**config.mk**
```make
export PLATFORM = sky130hd
export DESIGN_NAME = scp_readout
export DESIGN_NICKNAME = d
export VERILOG_FILES = /design/src/pkg/scp_pkg.sv /design/src/verilog/scp_fifo.sv /design/src/verilog/scp_readout.sv
export VERILOG_INCLUDE_DIRS = /design/src /design/src/pkg
export SDC_FILE = /design/constraint.sdc
export NUM_CORES = 1
export LEC_CHECK = 0
export BUFFER_PORTS_ARGS = -buffer_cell sky130_fd_sc_hd__buf_2
export CAP_MARGIN = 15
export CELL_PAD_IN_SITES_DETAIL_PLACEMENT = 1
export CELL_PAD_IN_SITES_GLOBAL_PLACEMENT = 1
export CORE_MARGIN = 4
export CORE_UTILIZATION = 55
export CTS_CLUSTER_SIZE = 40
export DETAILED_ROUTE_END_ITERATION = 10
export PLACE_DENSITY = 0.82
export SYNTH_ARGS = -nofsm -noshare
export SYNTH_HDL_FRONTEND = slang
export SYNTH_SLANG_ARGS = --single-unit
```
**constraint.sdc**
```tcl
create_clock -name core_clk -period 8.09 [get_ports core_clk]
set_input_delay 1.2135 -clock core_clk [delete_from_list [all_inputs] [get_ports core_clk]]
set_output_delay 1.2135 -clock core_clk [all_outputs]
set_load 0.05 [all_outputs]
```
**src/pkg/scp_consts.svh**
```systemverilog
// constants of the serial configuration memory read-out block
// assumes a single core clock of 125 mhz
`ifndef SCP_CONSTS_SVH
`define SCP_CONSTS_SVH

// ==========================================================
// storage geometry
`define SCP_WORD_W      32
`define SCP_ADDR_W      4
`define SCP_MEM_WORDS   16
`define SCP_ADDR_MAX    4'hf
`define SCP_BIT_W       5
`define SCP_BIT_LAST    5'h1f
`define SCP_FIFO_DEPTH  32

// ==========================================================
// reset values and polarity codes
`define SCP_POL_RST_LOW 1'b0
`define SCP_POL_RST_HIGH 1'b1
`define SCP_MEM_RST     32'h0000_0000

// ==========================================================
// timing
`define SCP_CLK_NS      8
`define SCP_POR_NS      1000
`define SCP_POR_CYCLES  ((`SCP_POR_NS + `SCP_CLK_NS - 1) / `SCP_CLK_NS)
`define SCP_POR_W       8

`endif

```
**src/pkg/scp_pkg.sv**
```systemverilog
// types shared by the read-out block and its test bench
// assumes scp_consts.svh is on the include path
`include "scp_consts.svh"

package scp_pkg;

    typedef logic [`SCP_WORD_W-1:0] scp_word_type;
    typedef logic [`SCP_ADDR_W-1:0] scp_addr_type;

    // programming-side write port
    typedef struct packed {
        logic         we;
        scp_addr_type addr;
        scp_word_type wdata;
        logic         pol_we;
        logic         pol;
    } scp_prog_type;

    typedef enum logic [1:0] {
        SCP_POR,
        SCP_LOAD,
        SCP_PROG
    } scp_mode_type;

endpackage

```
**src/verilog/scp_fifo.sv**
```systemverilog
// synchronous fifo with valid/ready on both sides and a flush
// assumes one clock and an active-low asynchronous reset
`timescale 1ns/1ps

module scp_fifo #(
    parameter int WIDTH = 32,
    parameter int DEPTH = 32
) (
    // clock and reset
    input  wire logic             core_clk,
    input  wire logic             rst_n,
    input  wire logic             flush,
    // fill side
    input  wire logic             in_valid,
    output logic                  in_ready,
    input  wire logic [WIDTH-1:0] in_data,
    // drain side
    output logic                  out_valid,
    input  wire logic             out_ready,
    output logic      [WIDTH-1:0] out_data
);
    localparam int PW = $clog2(DEPTH);

    logic [WIDTH-1:0] mem_q [DEPTH];
    logic [PW-1:0]    wr_q, wr_d, rd_q, rd_d;
    logic [PW:0]      cnt_q, cnt_d;
    logic             push, pop;

    always_comb begin
        in_ready  = (cnt_q != (PW+1)'(DEPTH));
        out_valid = (cnt_q != '0);
        out_data  = mem_q[rd_q];
        push      = in_valid & in_ready & ~flush;
        pop       = out_valid & out_ready & ~flush;
        wr_d      = push ? PW'(wr_q + 1'b1) : wr_q;
        rd_d      = pop ? PW'(rd_q + 1'b1) : rd_q;
        cnt_d     = cnt_q;
        if (flush) begin
            wr_d  = '0;
            rd_d  = '0;
            cnt_d = '0;
        end else if (push & ~pop) begin
            cnt_d = (PW+1)'(cnt_q + 1'b1);
        end else if (pop & ~push) begin
            cnt_d = (PW+1)'(cnt_q - 1'b1);
        end
    end

    always_ff @(posedge core_clk or negedge rst_n) begin
        if (!rst_n) begin
            wr_q  <= '0;
            rd_q  <= '0;
            cnt_q <= '0;
        end else begin
            wr_q  <= wr_d;
            rd_q  <= rd_d;
            cnt_q <= cnt_d;
        end
    end

    // data storage needs no reset
    always_ff @(posedge core_clk) begin
        if (push) begin
            mem_q[wr_q] <= in_data;
        end
    end

endmodule // scp_fifo

```
**src/verilog/scp_readout.sv**
```systemverilog
// read-out control of a serial configuration memory
// assumes all pins synchronous to core_clk; tri-states resolved outside
//
// Function
// - cascade output low once counter passes maximum
// - cascade low, then follows enable, high after
// - device select gates writes only in programming
// - ready pulled low during power-up reset
// - programming select low leaves loading mode
// - reset level clears counter, tri-states data
// - chip enable inactive keeps counter, data off
// - output-enable level with enable drives data
// - data released after all bits shifted out
// - power-up resets address counter automatically
// - config clock edge advances bit counters
// - reset/output-enable polarity set by programming
// - chip enable high stops counters, standby
`timescale 1ns/1ps
`include "scp_consts.svh"

module scp_readout (
    // clock and reset
    input  wire logic                 core_clk,
    input  wire logic                 rst_n,
    // fpga loading pins
    input  wire logic                 fpga_config_clock,
    input  wire logic                 chip_enable_n,
    input  wire logic                 reset_oe,
    output logic                      data_out,
    output logic                      data_oe,
    output logic                      cascade_enable_out_n,
    // power-up status, open collector
    output logic                      ready_out,
    output logic                      ready_oe,
    // programming mode
    input  wire logic                 program_mode_select_n,
    input  wire logic                 program_device_select,
    input  wire scp_pkg::scp_prog_type prog_wr
);
    // ==========================================================
    // state
    scp_pkg::scp_mode_type mode_q, mode_d;
    scp_pkg::scp_word_type mem_q [`SCP_MEM_WORDS];
    scp_pkg::scp_word_type sh_q, sh_d, fifo_data;
    scp_pkg::scp_addr_type word_q, word_d, pf_q, pf_d;
    logic [`SCP_BIT_W-1:0] bit_q, bit_d;
    logic [`SCP_POR_W-1:0] por_q, por_d;
    logic sh_vld_q, sh_vld_d, done_q, done_d, pf_done_q, pf_done_d;
    logic pol_q, pol_d, clk_prev_q;
    logic dout_d, doe_d, ceo_d, rdy_oe_d;
    logic rst_act, oe_act, load, clear, run, edge_seen, adv;
    logic wr_en, fifo_in_rdy, fifo_out_vld, pop, push;

    // ==========================================================
    // mode and polarity
    always_comb begin
        rst_act = (pol_q == `SCP_POL_RST_LOW) ? ~reset_oe : reset_oe;
        oe_act  = ~rst_act;
        mode_d  = mode_q;
        por_d   = por_q;
        unique case (mode_q)
            scp_pkg::SCP_POR: begin
                por_d = `SCP_POR_W'(por_q + 1'b1);
                if (por_q == `SCP_POR_W'(`SCP_POR_CYCLES - 1)) begin
                    mode_d = program_mode_select_n ? scp_pkg::SCP_LOAD
                                                   : scp_pkg::SCP_PROG;
                end
            end
            scp_pkg::SCP_LOAD: begin
                if (!program_mode_select_n) begin
                    mode_d = scp_pkg::SCP_PROG;
                end
            end
            scp_pkg::SCP_PROG: begin
                if (program_mode_select_n) begin
                    mode_d = scp_pkg::SCP_LOAD;
                end
            end
        endcase
        load  = (mode_q == scp_pkg::SCP_LOAD) & program_mode_select_n;
        // select only matters while programming
        wr_en = (mode_q == scp_pkg::SCP_PROG) & program_device_select;
        pol_d = (wr_en & prog_wr.pol_we) ? prog_wr.pol : pol_q;
        rdy_oe_d = (mode_d == scp_pkg::SCP_POR);
    end

    // ==========================================================
    // prefetch into fifo; fifo back-pressure stalls it
    always_comb begin
        clear = rst_act | ~load;
        push  = load & ~rst_act & ~pf_done_q;
        pf_d  = pf_q;
        pf_done_d = pf_done_q;
        if (clear) begin
            pf_d      = '0;
            pf_done_d = 1'b0;
        end else if (push & fifo_in_rdy) begin
            pf_d      = scp_pkg::scp_addr_type'(pf_q + 1'b1);
            pf_done_d = (pf_q == `SCP_ADDR_MAX);
        end
    end

    scp_fifo #(
        .WIDTH (`SCP_WORD_W),
        .DEPTH (`SCP_FIFO_DEPTH)
    ) u_fifo (
        .core_clk  (core_clk),
        .rst_n     (rst_n),
        .flush     (clear),
        .in_valid  (push),
        .in_ready  (fifo_in_rdy),
        .in_data   (mem_q[pf_q]),
        .out_valid (fifo_out_vld),
        .out_ready (pop),
        .out_data  (fifo_data)
    );

    // ==========================================================
    // bit and address counters
    always_comb begin
        // slow clock taken as a synchronous level, rising edge counts
        edge_seen = fpga_config_clock & ~clk_prev_q;
        run  = load & oe_act & ~chip_enable_n & ~done_q;
        adv  = run & edge_seen & sh_vld_q;
        pop  = ~sh_vld_q & ~clear;
        sh_d = sh_q;
        sh_vld_d = sh_vld_q;
        bit_d  = bit_q;
        word_d = word_q;
        done_d = done_q;
        if (clear) begin
            sh_vld_d = 1'b0;
            bit_d    = '0;
            word_d   = '0;
            done_d   = 1'b0;
        end else if (adv) begin
            sh_d  = {1'b0, sh_q[`SCP_WORD_W-1:1]};
            bit_d = `SCP_BIT_W'(bit_q + 1'b1);
            if (bit_q == `SCP_BIT_LAST) begin
                sh_vld_d = 1'b0;
                word_d   = scp_pkg::scp_addr_type'(word_q + 1'b1);
                done_d   = (word_q == `SCP_ADDR_MAX);
            end
        end else if (pop & fifo_out_vld) begin
            sh_d     = fifo_data;
            sh_vld_d = 1'b1;
        end
        dout_d = sh_q[0];
        // released once done so the next memory may drive
        doe_d  = run & ~clear;
        // low after done while enabled, then follows enable
        ceo_d  = ~(done_q & ~chip_enable_n & oe_act & load);
    end

    // ==========================================================
    // registers
    always_ff @(posedge core_clk or negedge rst_n) begin
        if (!rst_n) begin
            mode_q     <= scp_pkg::SCP_POR;
            por_q      <= '0;
            pol_q      <= `SCP_POL_RST_LOW;
            pf_q       <= '0;
            pf_done_q  <= 1'b0;
            sh_q       <= `SCP_MEM_RST;
            sh_vld_q   <= 1'b0;
            bit_q      <= '0;
            word_q     <= '0;
            done_q     <= 1'b0;
            clk_prev_q <= 1'b0;
            data_out   <= 1'b0;
            data_oe    <= 1'b0;
            cascade_enable_out_n <= 1'b1;
            ready_out  <= 1'b0;
            ready_oe   <= 1'b1;
        end else begin
            mode_q     <= mode_d;
            por_q      <= por_d;
            pol_q      <= pol_d;
            pf_q       <= pf_d;
            pf_done_q  <= pf_done_d;
            sh_q       <= sh_d;
            sh_vld_q   <= sh_vld_d;
            bit_q      <= bit_d;
            word_q     <= word_d;
            done_q     <= done_d;
            clk_prev_q <= fpga_config_clock;
            data_out   <= dout_d;
            data_oe    <= doe_d;
            cascade_enable_out_n <= ceo_d;
            ready_out  <= 1'b0;
            ready_oe   <= rdy_oe_d;
        end
    end

    // stored bitstream, written only in programming mode
    always_ff @(posedge core_clk) begin
        if (wr_en & prog_wr.we) begin
            mem_q[prog_wr.addr] <= prog_wr.wdata;
        end
    end
endmodule // scp_readout

```
Word-level counts from Yosys, hierarchy flattened --
Memories as Yosys holds them, arrays and structs flattened. Cells that the tools add are included.
Word-level totals: word-level logic and storage cells 120, flip-flop bits (word level) 80, memories 2, output and inout bits 5, RAM bits 1536
Memory list:
- u_fifo.mem_q | depth 32, width 32, rd ports 1, clocked after memory_dff 0, write ports 1, line scp_fifo.sv:24 | logic [WIDTH-1:0] mem_q [DEPTH];
- mem_q | depth 16, width 32, rd ports 1, clocked after memory_dff 0, write ports 1, line scp_readout.sv:43 | scp_pkg::scp_word_type mem_q [`SCP_MEM_WORDS];
Cells by class: bitwise logic cells 35, $add $sub $neg 8, reductions and logical operators 14, multiplexer cells 35, equal/unequal tests 8
Operator list (number):
- two-way mux 32 bit | 2
- two-way mux 5 bit | 6
- AND 1 bit | 22
- two-way mux 4 bit | 5
- two-way mux 6 bit | 3
- adder 5 x 1 -> 5 bit (second input constant) | 3
- two-way mux 1 bit | 14
- inverter 1 bit | 12
- nonzero test 2 bit | 6
- adder 4 x 1 -> 4 bit (second input constant) | 2
- adder 8 x 1 -> 8 bit (second input constant) | 1
- == test 4 bit (second input constant) | 2
- == test 8 x 7 -> 1 bit (second input constant) | 1
- two-way mux 2 bit | 4
- adder 6 x 1 -> 6 bit (second input constant) | 1
- != test 6 bit (second input constant) | 1
- case mux 2 bit (3 select lines) | 1
- AND reduction 2 bit | 3
- nonzero test 3 bit | 2
- nonzero test 6 bit | 1
- subtractor 6 x 1 -> 6 bit (second input constant) | 1
- == test 5 bit (second input constant) | 1
- zero test 2 bit | 2
- != test 3 x 1 -> 1 bit (second input constant) | 1
- 3 further kinds | 3

Longest topological paths before layout --
depth in word-level cells 12, depth in mapped cells 14

Modules after synthesis --
A second synthesis with hierarchy kept.
Unflattened totals: cell total of the unflattened synthesis 2677, area, all modules 62072.0 sq um
Modules (own cells, without submodules):
- scp_fifo | cells an instance 1606, area an instance 39947.1 sq um, instances 1
- scp_readout | cells an instance 1071, area an instance 22125.0 sq um, instances 1

Worst setup path before layout --
OpenSTA, ideal clock, no wires.
kind input-to-reg, start input port prog_wr[38] (netlist name), end memory mem_q[0][0] (netlist name), enable pin, slack 3736 ps, data arrival time 3892 ps, stages on the path 3, cells stage by stage nand3_1 or3_1 nor3_1
On the way: cells in the longest elaborated chain, start to end 3
Ends and longest elaborated chain:
- from (decl) | line scp_readout.sv:38 | input wire scp_pkg::scp_prog_type prog_wr
- AND 1 bit | line scp_readout.sv:197 | if (wr_en & prog_wr.we) begin
- two-way mux 1 bit | line scp_readout.sv:197
- two-way mux 1 bit (not written as such) | line scp_readout.sv:198 | mem_q[prog_wr.addr] <= prog_wr.wdata;
- to (decl) | line scp_readout.sv:43
Every way passes these cells.

Worst setup path in the final report --
start register mode_q[1], end memory u_fifo.mem_q[19][21], enable pin
On the way: cells in the longest elaborated chain, start to end 8, elaborated cells between the ends (all ways) 11, classes of those cells 1 x eq/ne; 2 x mux; 8 x bitwise
Ends and longest elaborated chain:
- from (decl) | line scp_readout.sv:42 | scp_pkg::scp_mode_type mode_q, mode_d;
- from (signal assigned) | line scp_readout.sv:159 | mode_q <= scp_pkg::SCP_POR;
- from (signal assigned) | line scp_readout.sv:176 | mode_q <= mode_d;
- == test 2 x 1 -> 1 bit (*) | line scp_readout.sv:80 | load = (mode_q == scp_pkg::SCP_LOAD) & program_mode_select_n;
- AND 1 bit (*) | line scp_readout.sv:80
- AND 1 bit / inverter 1 bit (equally long branches) | line scp_readout.sv:91, scp_readout.sv:90
- AND 1 bit / OR 1 bit (equally long branches) | line scp_readout.sv:91, scp_readout.sv:90
- AND 1 bit / inverter 1 bit (equally long branches)
- AND 1 bit (*) | line scp_fifo.sv:33 | push = in_valid & in_ready & ~flush;
- two-way mux 1 bit (*) | line scp_fifo.sv:63 | if (push) begin
- two-way mux 1 bit (not written as such) (*) | line scp_fifo.sv:64 | mem_q[wr_q] <= in_data;
- to (decl) | line scp_fifo.sv:24
Mark *: on every way between the ends. The rest lies on a longest branch, timed or not.

==> reports/metrics.yaml <==
run_status:
  outcome: "finished, final reports clean"
clock_tree:
  cts.sink_count: 1616
  numCtsBuffers: 158
  clock_latency_ns: 0.80
  cts_tree: "done"
  cts_hold_buf: 0
  post_cts_resized: 0
  clkTransAtPathRegs_ns: 0.06
  clk_path_buf_depth: 3
  htreeDepth: 4
  cts-root-buf: "clkbuf_16"
  post_cts_buffers: 0
synth:
  synth_edf_count: 1536
  netlist_instances: 2920
  syn_area_um2: 62300
  seq_area_frac_synth: 0.772
  yosysTopAreaCell: "edfxtp_1"
  ys_ff_latch: 1616
  synth_flop_cell: "edfxtp_1"
  syn_nets: 2985
  async_flop_share: 0.0495
  synthTopCellsByCount: "edfxtp_1, mux4_2, mux2i_1"
  yosysWarnings: 0
  yosys-top-cells-area: "edfxtp_1, mux4_2, mux2i_1"
  syn_area_per_cell_um2: 21.4
  yosysMostFrequentCell: "edfxtp_1"
  synth_top_area_frac: 0.740
  synth.distinct_cells: 66
layout:
  design_area_um2: 69300
  multi_input_area_um2: 13600
  fin_nets: 3061
  layout.cells.non_filler: 4624
  utilization: 0.616
  layout-drive-gt1-share: 0.218
  seqCellArea_um2: 48100
  nFillCells: 9040
  syn2layout_area_growth_pct: 11.1
sta:
  tns_ns: 0
  rsz0062_at_grt: "false"
  tightest_slew_ns: 1.19
  hold_slack_ns: 0.296
  fin_skew_ns: 0.0480
  setup_viol: 0
  finalCritPeriodShare: 0.535
  worst_slack_ns: 3.76
  fmaxAchievable_mhz: 231
  timing.slew.headroom: 0.207
  final_max_slew_viol_count: 0
  finalCriticalPeriod_ns: 4.33
  hold_violations: 0
die:
  die_h_um: 345
  start_util: 0.554
  row_count: 123
  dieArea_um2: 119000
  chipWidth_um: 345
  pin_count: 51
  core_um2: 112000
global_routing:
  grt_pass1_vias: 33300
  grt_max_degree: 140
  antenna_found_initial: 10
  grt_pass1_wl_um: 247000
  grt-ovfl-total: 0
  track_usage: 0.296
power_and_ir_drop:
  p_per_area_nw_per_um2: 244
  total_power_mw: 16.9
  p_leak_nw: 20.9
  ir_drop_v: 0.000280
routing:
  dr.pass1.iters: 6
  wl_um: 172000
  drc: 0
  drtIter0Drc: 4259
  detail-route-antenna-nets: 0
  vias: 31700
  wl_per_cell_um: 37.1
  viasPerCell: 6.86
worst_setup_path:
  start_kind: "register"
  path_cells: "inv_1, ha_1, and3_1, and2_1, nand2_1, nor2_4"
  critPathMaxFanout: 32
  arrival_ns: 4.70
  end_kind: "register"
  max_stage_delay_ns: 1.13
  critPathRequiredTime_ns: 8.46
  cpMaxStageDelayCell: "nor2_4"
  critPathKind: "reg -> reg"
flow_run:
  drv_cap: 0
placed_design:
  dpl.hpwl_um: 93100
  dpl_worst_slack_ns: 3.17
  io_buffer_count: 49
  routabilityCongestion: 0.911
  place_inst: 4336
  dpl_cell_area_um2: 64300
min_path:
  hold_class: "in -> async"
==> registers in the layout, summed over array words and instances (netlist names), 2 cells and up <==
signal and cells:
bit_q 5, mem_q 512, mode_q 2, pf_q 4, por_q 8, sh_q 32
u_fifo.cnt_q 6, u_fifo.mem_q 1024, u_fifo.rd_q 5, u_fifo.wr_q 5, word_q 4
==> where the power goes <==
group	switching, mW	leakage [nW]	total [mW]	internal (mW)
Clock	3.21	2.42	7.29	4.07
Sequential	0.0975	14.9	9.29	9.19
Combinational	0.223	3.58	0.355	0.132
Total	3.53	20.9	16.9	13.4
==> critical path: cells and delay by family (launching register included) <==
family,cells,cell delay (ns)
flops,1,0.44
buf+inv,1,0.12
simple gates,4,3.06
fa+ha+maj,1,0.26
==> logic make-up after synthesis <==
logic type      Yosys count  synth area share
compound gates          297            0.0369
xor+xnor                 30           0.00421
fa+ha+maj                19           0.00393
buf+inv                 179            0.0154
flops                  1616             0.772
mux                     575             0.152
other cells               1         0.0000602
simple gates            203            0.0157
==> metal layers <==
| layer | wire, um | up-vias | global-route usage | share of wire |
|---|---|---|---|---|
| li1 | - | 12400 | - | - |
| met1 | 62000 | 16800 | 0.394 | 0.36 |
| met2 | 85600 | 2109 | 0.484 | 0.50 |
| met3 | 17000 | 413 | 0.0678 | 0.099 |
| met4 | 7080 | 6 | 0.112 | 0.041 |
| met5 | 42 | - | 0 | 0.00024 |
==> area by class of cell <==
cell class | instances | area share
antenna | 5 | 0.000181
tap | 1500 | 0.0271
clock inverter | 83 | 0.0117
inverter | 14 | 0.000759
sequential | 1616 | 0.695
timing repair buffer | 81 | 0.00777
multi-input combinational | 1125 | 0.197
clock buffer | 200 | 0.0607
==> path summary, 6_finish.rpt <==
kind	start	end	slack, ns	depth (start not counted)
max in group asynchronous	rst_n	u_fifo.rd_q[0]$_DFFE_PN0P_	6.60	2
min	rst_n	por_q[0]$_DFFE_PN0N_	0.30	1
max	mode_q[1]$_DFF_PN0_	u_fifo.mem_q[19][21]$_DFFE_PP_	3.76	6
min reg2reg	sh_q[0]$_DFFE_PN0P_	data_out$_DFF_PN0_	0.41	0
min in group core_clk	sh_q[0]$_DFFE_PN0P_	data_out$_DFF_PN0_	0.41	0
max reg2reg	mode_q[1]$_DFF_PN0_	u_fifo.mem_q[19][21]$_DFFE_PP_	3.76	6
==> cell usage in the layout (no fill, tap or decap), types with 16 or more instances in the layout <==
master,n
nand2_1,45
a22oi_1,61
buf_4,29
clkbuf_1,35
o22ai_1,49
clkinv_2,16
clkbuf_16,160
edfxtp_1,1536
a22o_1,52
nor2_4,46
mux2i_1,277
xor2_1,16
ha_1,18
dfrtp_1,71
buf_2,48
a21oi_1,50
clkinv_1,36
mux4_2,296
nor2_1,31
nor4_1,16
a221o_1,17
(Power assumes the default switching activity.)
